`src/core/arr_pkg.sv`:
```
// Constants shared by the reference and regulator control block and its drive stage.
// Assumes an 8-bit special-function register space with 8-bit addresses.
package arr_pkg;
    // Register addresses in the special-function register space
    localparam logic [7:0] ADDR_TEMP_OFFSET_LOW = 8'ha2;
    localparam logic [7:0] ADDR_REFERENCE_CONTROL = 8'hd1;
    localparam logic [7:0] ADDR_REGULATOR_CONTROL = 8'hc7;

    // Offset low byte: two stored bits at the top
    localparam int OFFSET_LOW_MSB = 7;
    localparam int OFFSET_LOW_LSB = 6;
    localparam logic [5:0] OFFSET_LOW_UNUSED_READ = 6'h00;

    // Reference control fields
    localparam int REFCTL_OVERRIDE_BIT = 4;
    localparam int REFCTL_SELECT_BIT = 3;
    localparam int REFCTL_SENSOR_BIT = 2;
    localparam logic REFCTL_OVERRIDE_RESET = 1'h0;
    localparam logic REFCTL_SELECT_RESET = 1'h0;
    localparam logic REFCTL_SENSOR_RESET = 1'h0;

    // Regulator control fields
    localparam int REGCTL_STOPCFG_BIT = 7;
    localparam int REGCTL_BYPASS_BIT = 6;
    localparam logic REGCTL_STOPCFG_RESET = 1'h0;
    localparam logic REGCTL_BYPASS_RESET = 1'h0;

    // Value returned for unused bits and unmapped addresses
    localparam logic [7:0] READ_ZERO = 8'h00;

    // Power state of the regulator around stop mode
    typedef enum logic [2:0] {
        PWR_RUN = 3'b001,
        PWR_STOP_ON = 3'b010,
        PWR_STOP_OFF = 3'b100
    } pwrState_t;
endpackage : arr_pkg

```
`src/core/arr_ctrl_if.sv`:
```
// Interface carrying stored control fields from the register bank to the drive stage.
// Assumes both ends run on the same clock.
`timescale 1ns/1ps
`default_nettype none
interface arr_ctrl_if;
    logic regOverride;
    logic refSelect;
    logic sensorEnable;
    logic stopPowerConfig;
    logic regBypass;
    logic stopMode;

    // Register bank side
    modport bank (
        output regOverride,
        output refSelect,
        output sensorEnable,
        output stopPowerConfig,
        output regBypass,
        output stopMode
    );

    // Drive stage side
    modport drive (
        input regOverride,
        input refSelect,
        input sensorEnable,
        input stopPowerConfig,
        input regBypass,
        input stopMode
    );
endinterface : arr_ctrl_if
`default_nettype wire

```
`src/core/analog_reference_regulator_ctrl.sv`:
```
// Register bank for reference selection, sensor enable, sensor offset low bits and regulator control.
// Assumes a single-cycle special-function register port from the core, synchronous to mclk.
`timescale 1ns/1ps
`default_nettype none

module analog_reference_regulator_ctrl #(
    parameter int ADDR_WIDTH = 8,
    parameter int DATA_WIDTH = 8
) (
    // Clock and reset
    input wire logic mclk,
    input wire logic reset_n,
    // Factory offset low bits, caught while reset is held
    input wire logic [1:0] factorySensorOffset,
    // Special-function register port
    input wire logic [ADDR_WIDTH-1:0] sfrAddr,
    input wire logic sfrWrite,
    input wire logic sfrRead,
    input wire logic [DATA_WIDTH-1:0] sfrWdata,
    output logic [DATA_WIDTH-1:0] sfrRdata,
    // Core power status
    input wire logic stopMode,
    // Analog reference and sensor lines
    output logic refUseExtPin,
    output logic refUseVdd,
    output logic refUseRegulator,
    output logic sensorOn,
    // Regulator lines
    output logic regulatorOff,
    output logic otherResetsAllowed
);
    import arr_pkg::*;

    // The decode and bit layout are byte-wide only
    if (ADDR_WIDTH != 8 || DATA_WIDTH != 8) begin : g_width_check
        $error("analog_reference_regulator_ctrl supports only 8-bit address and data");
    end

    typedef struct packed {
        logic [1:0] offsetLow;
        logic regOverride;
        logic refSelect;
        logic sensorEnable;
        logic stopPowerConfig;
        logic regBypass;
        logic [7:0] rdata;
    } bank_t;

    bank_t bank_ff;
    bank_t nxt_bank;
    pwrState_t pwrState;

    arr_ctrl_if ctrl ();

    // Read value of each register; unused and unmapped bits come back as zero
    function automatic logic [7:0] readValue(input logic [7:0] addr, input bank_t b);
        logic [7:0] v;
        v = READ_ZERO;
        if (addr == ADDR_TEMP_OFFSET_LOW) begin
            v[OFFSET_LOW_MSB:OFFSET_LOW_LSB] = b.offsetLow;
            v[OFFSET_LOW_LSB-1:0] = OFFSET_LOW_UNUSED_READ;
        end else if (addr == ADDR_REFERENCE_CONTROL) begin
            // Bits 7:5 and 1:0 stay at zero
            v[REFCTL_OVERRIDE_BIT] = b.regOverride;
            v[REFCTL_SELECT_BIT] = b.refSelect;
            v[REFCTL_SENSOR_BIT] = b.sensorEnable;
        end else if (addr == ADDR_REGULATOR_CONTROL) begin
            v[REGCTL_STOPCFG_BIT] = b.stopPowerConfig;
            v[REGCTL_BYPASS_BIT] = b.regBypass;
        end
        return v;
    endfunction : readValue

    // Write decode; only the documented bits are stored
    always_comb begin
        nxt_bank = bank_ff;
        if (sfrWrite) begin
            if (sfrAddr == ADDR_TEMP_OFFSET_LOW) begin
                nxt_bank.offsetLow = sfrWdata[OFFSET_LOW_MSB:OFFSET_LOW_LSB];
            end else if (sfrAddr == ADDR_REFERENCE_CONTROL) begin
                nxt_bank.regOverride = sfrWdata[REFCTL_OVERRIDE_BIT];
                nxt_bank.refSelect = sfrWdata[REFCTL_SELECT_BIT];
                nxt_bank.sensorEnable = sfrWdata[REFCTL_SENSOR_BIT];
            end else if (sfrAddr == ADDR_REGULATOR_CONTROL) begin
                nxt_bank.stopPowerConfig = sfrWdata[REGCTL_STOPCFG_BIT];
                // Bypass is trusted to software, which must have an external supply
                nxt_bank.regBypass = sfrWdata[REGCTL_BYPASS_BIT];
            end
        end
        // Read data is captured so it stays put until the next read
        if (sfrRead) begin
            nxt_bank.rdata = readValue(sfrAddr, bank_ff);
        end
    end

    // State register; the factory bits are sampled throughout reset so they are valid at release
    always_ff @(posedge mclk) begin
        if (!reset_n) begin
            bank_ff.offsetLow <= factorySensorOffset;
            bank_ff.regOverride <= REFCTL_OVERRIDE_RESET;
            bank_ff.refSelect <= REFCTL_SELECT_RESET;
            bank_ff.sensorEnable <= REFCTL_SENSOR_RESET;
            bank_ff.stopPowerConfig <= REGCTL_STOPCFG_RESET;
            bank_ff.regBypass <= REGCTL_BYPASS_RESET;
            bank_ff.rdata <= READ_ZERO;
        end else begin
            bank_ff <= nxt_bank;
        end
    end

    // Fields toward the drive stage
    assign ctrl.regOverride = bank_ff.regOverride;
    assign ctrl.refSelect = bank_ff.refSelect;
    assign ctrl.sensorEnable = bank_ff.sensorEnable;
    assign ctrl.stopPowerConfig = bank_ff.stopPowerConfig;
    assign ctrl.regBypass = bank_ff.regBypass;
    assign ctrl.stopMode = stopMode;

    // Registered drive of the analog selects and regulator power
    arr_power_drive u_drive (
        .mclk(mclk),
        .reset_n(reset_n),
        .ctrl(ctrl),
        .refUseExtPin(refUseExtPin),
        .refUseVdd(refUseVdd),
        .refUseRegulator(refUseRegulator),
        .sensorOn(sensorOn),
        .regulatorOff(regulatorOff),
        .otherResetsAllowed(otherResetsAllowed),
        .pwrState(pwrState)
    );

    assign sfrRdata = bank_ff.rdata;
endmodule : analog_reference_regulator_ctrl
`default_nettype wire

```
`src/core/arr_power_drive.sv`:
```
// Drive stage: turns stored control fields into registered analog select and power lines.
// Assumes fields are stable flip-flop outputs on the same clock; reset is synchronous.
`timescale 1ns/1ps
`default_nettype none
module arr_power_drive (
    // Clock and reset
    input wire logic mclk,
    input wire logic reset_n,
    // Control fields
    arr_ctrl_if.drive ctrl,
    // Analog lines
    output logic refUseExtPin,
    output logic refUseVdd,
    output logic refUseRegulator,
    output logic sensorOn,
    output logic regulatorOff,
    output logic otherResetsAllowed,
    output arr_pkg::pwrState_t pwrState
);
    import arr_pkg::*;

    typedef struct packed {
        pwrState_t pwr;
        logic ext;
        logic vdd;
        logic reg_;
        logic sensor;
        logic regOff;
        logic resetsOk;
    } drive_t;

    drive_t drive_ff;
    drive_t nxt_drive;

    // Registered one-hot select avoids glitches while the mux inputs settle
    always_comb begin
        nxt_drive = drive_ff;
        nxt_drive.reg_ = ctrl.regOverride;
        nxt_drive.vdd = !ctrl.regOverride && ctrl.refSelect;
        nxt_drive.ext = !ctrl.regOverride && !ctrl.refSelect;
        nxt_drive.sensor = ctrl.sensorEnable;
        case (drive_ff.pwr)
            PWR_RUN: begin
                if (ctrl.stopMode) begin
                    // Configuration is frozen at stop entry
                    nxt_drive.pwr = ctrl.stopPowerConfig ? PWR_STOP_OFF : PWR_STOP_ON;
                end
            end
            PWR_STOP_ON: begin
                if (!ctrl.stopMode) begin
                    nxt_drive.pwr = PWR_RUN;
                end
            end
            PWR_STOP_OFF: begin
                if (!ctrl.stopMode) begin
                    nxt_drive.pwr = PWR_RUN;
                end
            end
            default: begin
                nxt_drive.pwr = PWR_RUN;
            end
        endcase
        // Regulator off in bypass or in a shut-down stop; only the pin reset survives the latter
        nxt_drive.regOff = ctrl.regBypass || (nxt_drive.pwr == PWR_STOP_OFF);
        nxt_drive.resetsOk = (nxt_drive.pwr != PWR_STOP_OFF);
    end

    // State register
    always_ff @(posedge mclk) begin
        if (!reset_n) begin
            drive_ff <= '{pwr: PWR_RUN, ext: 1'h1, vdd: 1'h0, reg_: 1'h0, sensor: 1'h0,
                          regOff: 1'h0, resetsOk: 1'h1};
        end else begin
            drive_ff <= nxt_drive;
        end
    end

    assign refUseExtPin = drive_ff.ext;
    assign refUseVdd = drive_ff.vdd;
    assign refUseRegulator = drive_ff.reg_;
    assign sensorOn = drive_ff.sensor;
    assign regulatorOff = drive_ff.regOff;
    assign otherResetsAllowed = drive_ff.resetsOk;
    assign pwrState = drive_ff.pwr;
endmodule : arr_power_drive
`default_nettype wire

```
`config.mk`:
```
export PLATFORM = sky130hd
export DESIGN_NAME = analog_reference_regulator_ctrl
export DESIGN_NICKNAME = d
export VERILOG_FILES = /design/src/core/arr_pkg.sv /design/src/core/arr_ctrl_if.sv /design/src/core/analog_reference_regulator_ctrl.sv /design/src/core/arr_power_drive.sv
export SDC_FILE = /design/constraint.sdc
export NUM_CORES = 1
export LEC_CHECK = 0
export BUFFER_PORTS_ARGS = -buffer_cell sky130_fd_sc_hd__buf_2
export CAP_MARGIN = 25
export CORE_MARGIN = 2
export CORE_UTILIZATION = 49
export CTS_BUF_LIST = sky130_fd_sc_hd__clkbuf_4 sky130_fd_sc_hd__clkbuf_8
export DETAILED_ROUTE_END_ITERATION = 6
export PLACE_DENSITY = 0.81
export SETUP_SLACK_MARGIN = 0.4
export SKIP_CTS_REPAIR_TIMING = 1
export SLEW_MARGIN = 20
export SYNTH_ARGS = -nofsm -noshare
export SYNTH_HDL_FRONTEND = slang
export SYNTH_SLANG_ARGS = --single-unit
```
`constraint.sdc`:
```
create_clock -name mclk -period 1.24 [get_ports mclk]
set_clock_uncertainty 0.05 [all_clocks]
set_input_delay 0.062 -clock mclk [delete_from_list [all_inputs] [get_ports mclk]]
set_output_delay 0.062 -clock mclk [all_outputs]
set_load 0.1 [all_outputs]
```
# ---- Word level (Yosys, flattened, before mapping)
# Cells that the tools add are included.
dict set report op_classes {
  add_sub_neg 0
  mul 0
  div 0
  magnitude_cmp 0
  eq_ne 10
  n_shift 0
  muxes 17
  bitwise_logic 2
  reduce_logical 9
}
# cell n
set ops {}
lappend ops {{8-bit equality test (second input constant)} 3}
lappend ops {{3-bit two-way mux} 6}
lappend ops {{15-bit two-way mux} 1}
lappend ops {{2-bit two-way mux} 6}
lappend ops {{8-bit two-way mux} 1}
lappend ops {{7-bit two-way mux} 1}
lappend ops {{3-bit equality test (second input constant)} 2}
lappend ops {{3-bit case mux with 2 select lines} 1}
lappend ops {{5-bit two-way mux} 1}
lappend ops {{2-bit by 1-bit != test with 1-bit output (second input constant)} 2}
lappend ops {{4-bit AND reduction} 1}
lappend ops {{3-bit by 1-bit equality test with 1-bit output (second input constant)} 1}
lappend ops {{3-bit by 2-bit equality test with 1-bit output (second input constant)} 1}
lappend ops {{3-bit != test (second input constant)} 1}
lappend ops {{3-bit AND reduction} 1}
lappend ops {{1-bit logical AND} 2}
lappend ops {{1-bit logical NOT} 2}
lappend ops {{1-bit inverter} 2}
lappend ops {{2-bit AND reduction} 1}
lappend ops {{2-bit OR reduction} 1}
lappend ops {{1-bit logical OR} 1}
dict set report totals {
  regBits 21
  latchBits 0
  ramBits 0
  romBits 0
  inputBits 23
  mem_count 0
}

# ---- Longest topological paths before layout
dict set report logic_depth {
  ltp_word 6
  mapped_depth 3
  mapped_depth_nobuf 3
}

# ---- Hierarchy
# Synthesis repeated with hierarchy kept, for this count alone.
dict set report hier_totals {
  hier_cells 98
  area_unflattened_um2 959.7
}
# mod n_inst cells_per_inst area_each_um2 seq_area_each_um2
set modules_own_cells {}
lappend modules_own_cells {analog_reference_regulator_ctrl 1 69 654.4 260.2}
lappend modules_own_cells {arr_power_drive 1 29 305.3 180.2}

# ---- Worst setup path after synthesis
# OpenSTA, ideal clock, no wires.
dict set report synth_path {
  kind {register to output}
  startpoint {register u_drive.drive_ff (netlist bit u_drive.otherResetsAllowed)}
  endpoint {output port otherResetsAllowed}
  t_arrival_ns 0.909
  path_slack_ns 0.219
  stages_incl_launch_ff 1
  n_path_buf 0
  cell_sequence {dfxtp_1}
}
# element line_no
set synth_lines {}
lappend synth_lines {{from (decl)} arr_power_drive.sv:32} ;# drive_t drive_ff;
lappend synth_lines {{from (signal assigned)} arr_power_drive.sv:71} ;# drive_ff <= '{pwr: PWR_RUN, ext: 1'h1, vdd: 1'h0, reg_: 1'h0, sensor: 1'h0,
lappend synth_lines {{from (signal assigned)} arr_power_drive.sv:74} ;# drive_ff <= nxt_drive;
lappend synth_lines {{to (decl)} analog_reference_regulator_ctrl.sv:30} ;# output logic otherResetsAllowed
# No word-level cell between the ends.

# ---- Final worst setup path
dict set report layout_path {
  startpoint {register u_drive.drive_ff (netlist bit u_drive.pwrState[0])}
  endpoint {register u_drive.drive_ff (netlist bit u_drive.regulatorOff)}
}
dict set report layout_between {
  elab_chain_cells 5
}
# element line_no
set layout_rtl {}
lappend layout_rtl {{3-bit by 2-bit equality test with 1-bit output or 3-bit equality test (tied branches)} arr_power_drive.sv:42} ;# case (drive_ff.pwr)
lappend layout_rtl {{2-bit OR reduction (no line)} n/a}
lappend layout_rtl {{3-bit case mux with 2 select lines (*)} arr_power_drive.sv:42}
lappend layout_rtl {{3-bit equality test (*)} arr_power_drive.sv:64} ;# nxt_drive.regOff = ctrl.regBypass || (nxt_drive.pwr == PWR_STOP_OFF);
lappend layout_rtl {{1-bit logical OR (*)} arr_power_drive.sv:64}
# Mark *: on every way between the ends. The rest lies on a longest branch, timed or not.
# A chain may end at the register's enable or synchronous reset.

==> results.md <==
* Status: completed
* Core ar. at 1750 um2
* Diodes inserted at 0
* I/O Pins at 37
* Post-synthesis compound-gate area fraction at 8.78%
* CP Launch Type: flip-flop
* P&R area growth vs syn at 46.4%
* First-pass GRT wire length at 2650 um
* Placed Instances at 143
* Simple-gate portion of the synthesized area at 26.2%
* EDFF count, synth at 2
* Drt first pass iters at 4
* Post-layout minimum cycle time at 0.986 ns
* Worst-case clock buffer depth at 2
* Final period util at 79.5%
* Die width at 47.1 um
* Max incr delay on CP at 0.37 ns
* Post-synthesis mux area share at 5.49%
* Synth Area per Inst at 9.60 um2
* Synth Area in Adders at 0%
* Lkg Pwr at 0.000611 uW
* Async set-or-reset flop fraction in the synthesized netlist at 0%
* Ys flop type: dfxtp_1
* Crit end category: flip-flop
* Mapped Area at 912 um2
* H-tree levels at 1
* # Max-Cap Violations at 0
* Worst skew pair latency at 0.30 ns
* Register area share after synthesis at 48.3%
* Clk slew on worst S/H paths at 0.11 ns
* Vias/cell at 5.10
* Post-Syn Instances at 95
* WL/cell at 13.4 um
* Post-synth cell types at 28
* CP Class: reg2reg
* Worst path slowest cell: dfxtp_2
* Post-synthesis xor/xnor area fraction at 0.960%
* Gpl congestion at 0.696
* DP HPWL at 1200 um
* DP Worst Slack at 0.181 ns
* Antenna violations before repair at 0
* Hold_ws at 0.00542 ns
* Starting DRC count in detailed routing at 13
* Worst min-delay path class: in2reg
* Total Routing Usage GR at 17.1%
* Critical path required time at 1.44 ns
* Vias at 786
* Die area at 2220 um2
* FF+latch count, synth at 21
* Clk root buf: clkbuf_4
* Post-route non-filler standard cell count at 154
* Yosys warns at 0
* Die height at 47.1 um
* Port Buffers at 30
* Nets at 153
* Final setup TNS at 0 ns
* Fmax at 1.01 GHz
* Initial Util at 52.3%
* Vias in the first global route at 655
* DRC at 0
* Power Density at 944 nW/um2
* TritonCTS clock tree: done
* Peak VDD IR at 0.000654 V
* Final Total Pwr at 1260 uW
* Clock Sinks at 21
* Critical Path AT at 1.19 ns
* Final ANT Viol Nets at 0
* Max-slew violations at 0
* Final hold viol count at 0
* Layout cell share with drive strength beyond 1 at 41.9%
* Final worst slack at 0.254 ns
* Total gr overflow at 0
* Pin count of the biggest net entering global routing at 17
* Largest family of logic cells by synthesized area: simple AND/OR/NAND/NOR gates
* CP max FO at 6
* Final setup viols at 0
* Worst-path cell chain: nand2b_1, a211o_1, nand2_1
* Core Rows at 15
* Post-detailed-routing wire length at 2070 um
* TritonCTS Buffers at 3
* RSZ-0062 raised after global routing: true
registers in the layout (all words and copies together), names as in the netlist:
signal / flops
u_drive.refUseVdd: 1
u_drive.regulatorOff: 1
sfrRdata: 5
u_drive.refUseRegulator: 1
ctrl.regBypass: 1
ctrl.sensorEnable: 1
bank_ff: 2
u_drive.otherResetsAllowed: 1
u_drive.refUseExtPin: 1
ctrl.stopPowerConfig: 1
ctrl.refSelect: 1
u_drive.pwrState: 3
u_drive.sensorOn: 1
ctrl.regOverride: 1
where the power goes:
group,internal [uW],switching (uW)
Sequential,700,11.2
Clock,147,208
Combinational,73.8,120
final cells by class:
type / instances / area (um2)
inverter: 6 / 22.5
tap: 25 / 31.3
timing repair buffer: 38 / 393
fill: 108 / 410
sequential: 21 / 460
multi-input combinational: 60 / 398
clock buffer: 4 / 30.0
synth_stat cells (2+ instances only):
| cell type | number | area share [%] |
|---|---|---|
| o21ai_0 | 6 | 3.3 |
| nand3_1 | 8 | 4.4 |
| clkbuf_1 | 2 | 0.82 |
| mux2i_1 | 5 | 5.5 |
| buf_4 | 8 | 6.6 |
| edfxtp_1 | 2 | 6.6 |
| o21ai_1 | 3 | 1.6 |
| dfxtp_1 | 19 | 42 |
| a31oi_1 | 2 | 1.4 |
| nand2_1 | 15 | 6.2 |
| inv_1 | 6 | 2.5 |
| nand3_2 | 2 | 2.2 |
| nand3b_1 | 2 | 1.6 |
per-layer routing:
metal / vias up / track usage, % / part of all wire (%)
met5: - / 0 / 0
met4: 0 / 10.6 / 1.5
met3: 4 / 3.85 / 3.4
met2: 23 / 26.3 / 55
met1: 372 / 21.8 / 40
li1: 387 / - / -
critical path, delay by kind of cell, from the launching register on:
family / cells / cell delay [ns]
flip-flops: 1 / 0.37
AND/OR/NAND/NOR: 2 / 0.21
AO/OA/AOI/OAI: 1 / 0.31
kinds of logic after synthesis:
group,after synthesis
XOR/XNOR,1
AND/OR/NAND/NOR,37
flip-flops,21
other,1
buffers and inverters,16
AO/OA/AOI/OAI,14
multiplexers,5
layout by cell type (no fill, tap or decap), types with 2 or more instances in the layout:
| master | n |
|---|---|
| mux2i_1 | 5 |
| o21ai_0 | 6 |
| o21ai_1 | 3 |
| dlygate4sd3_1 | 7 |
| a31oi_1 | 2 |
| edfxtp_1 | 2 |
| dfxtp_2 | 13 |
| nand3b_1 | 2 |
| nor4b_4 | 2 |
| inv_1 | 6 |
| buf_12 | 11 |
| nand2_1 | 15 |
| conb_1 | 3 |
| clkbuf_4 | 4 |
| buf_2 | 19 |
| dfxtp_1 | 5 |
| nand3_1 | 8 |
| nand3_2 | 2 |
stage by stage:
stage,cell area [um2],utilization (%)
after floorplan,937,-
after global placement,1060,60.6
after detailed placement,1060,60.6
after CTS,1090,62.4
after global routing,1340,76.5
final,1340,76.5
path summary, 6_finish.rpt:
kind                       start  slack (ns)                    to  cells after the start
min                     stopMode       0.005   u_drive.pwrState[1]                      3
max          u_drive.pwrState[0]        0.25  u_drive.regulatorOff                      3
max reg2reg  u_drive.pwrState[0]        0.25  u_drive.regulatorOff                      3
min reg2reg     ctrl.regOverride        0.42  u_drive.refUseExtPin                      1
Power figures use the tool's default switching activity.
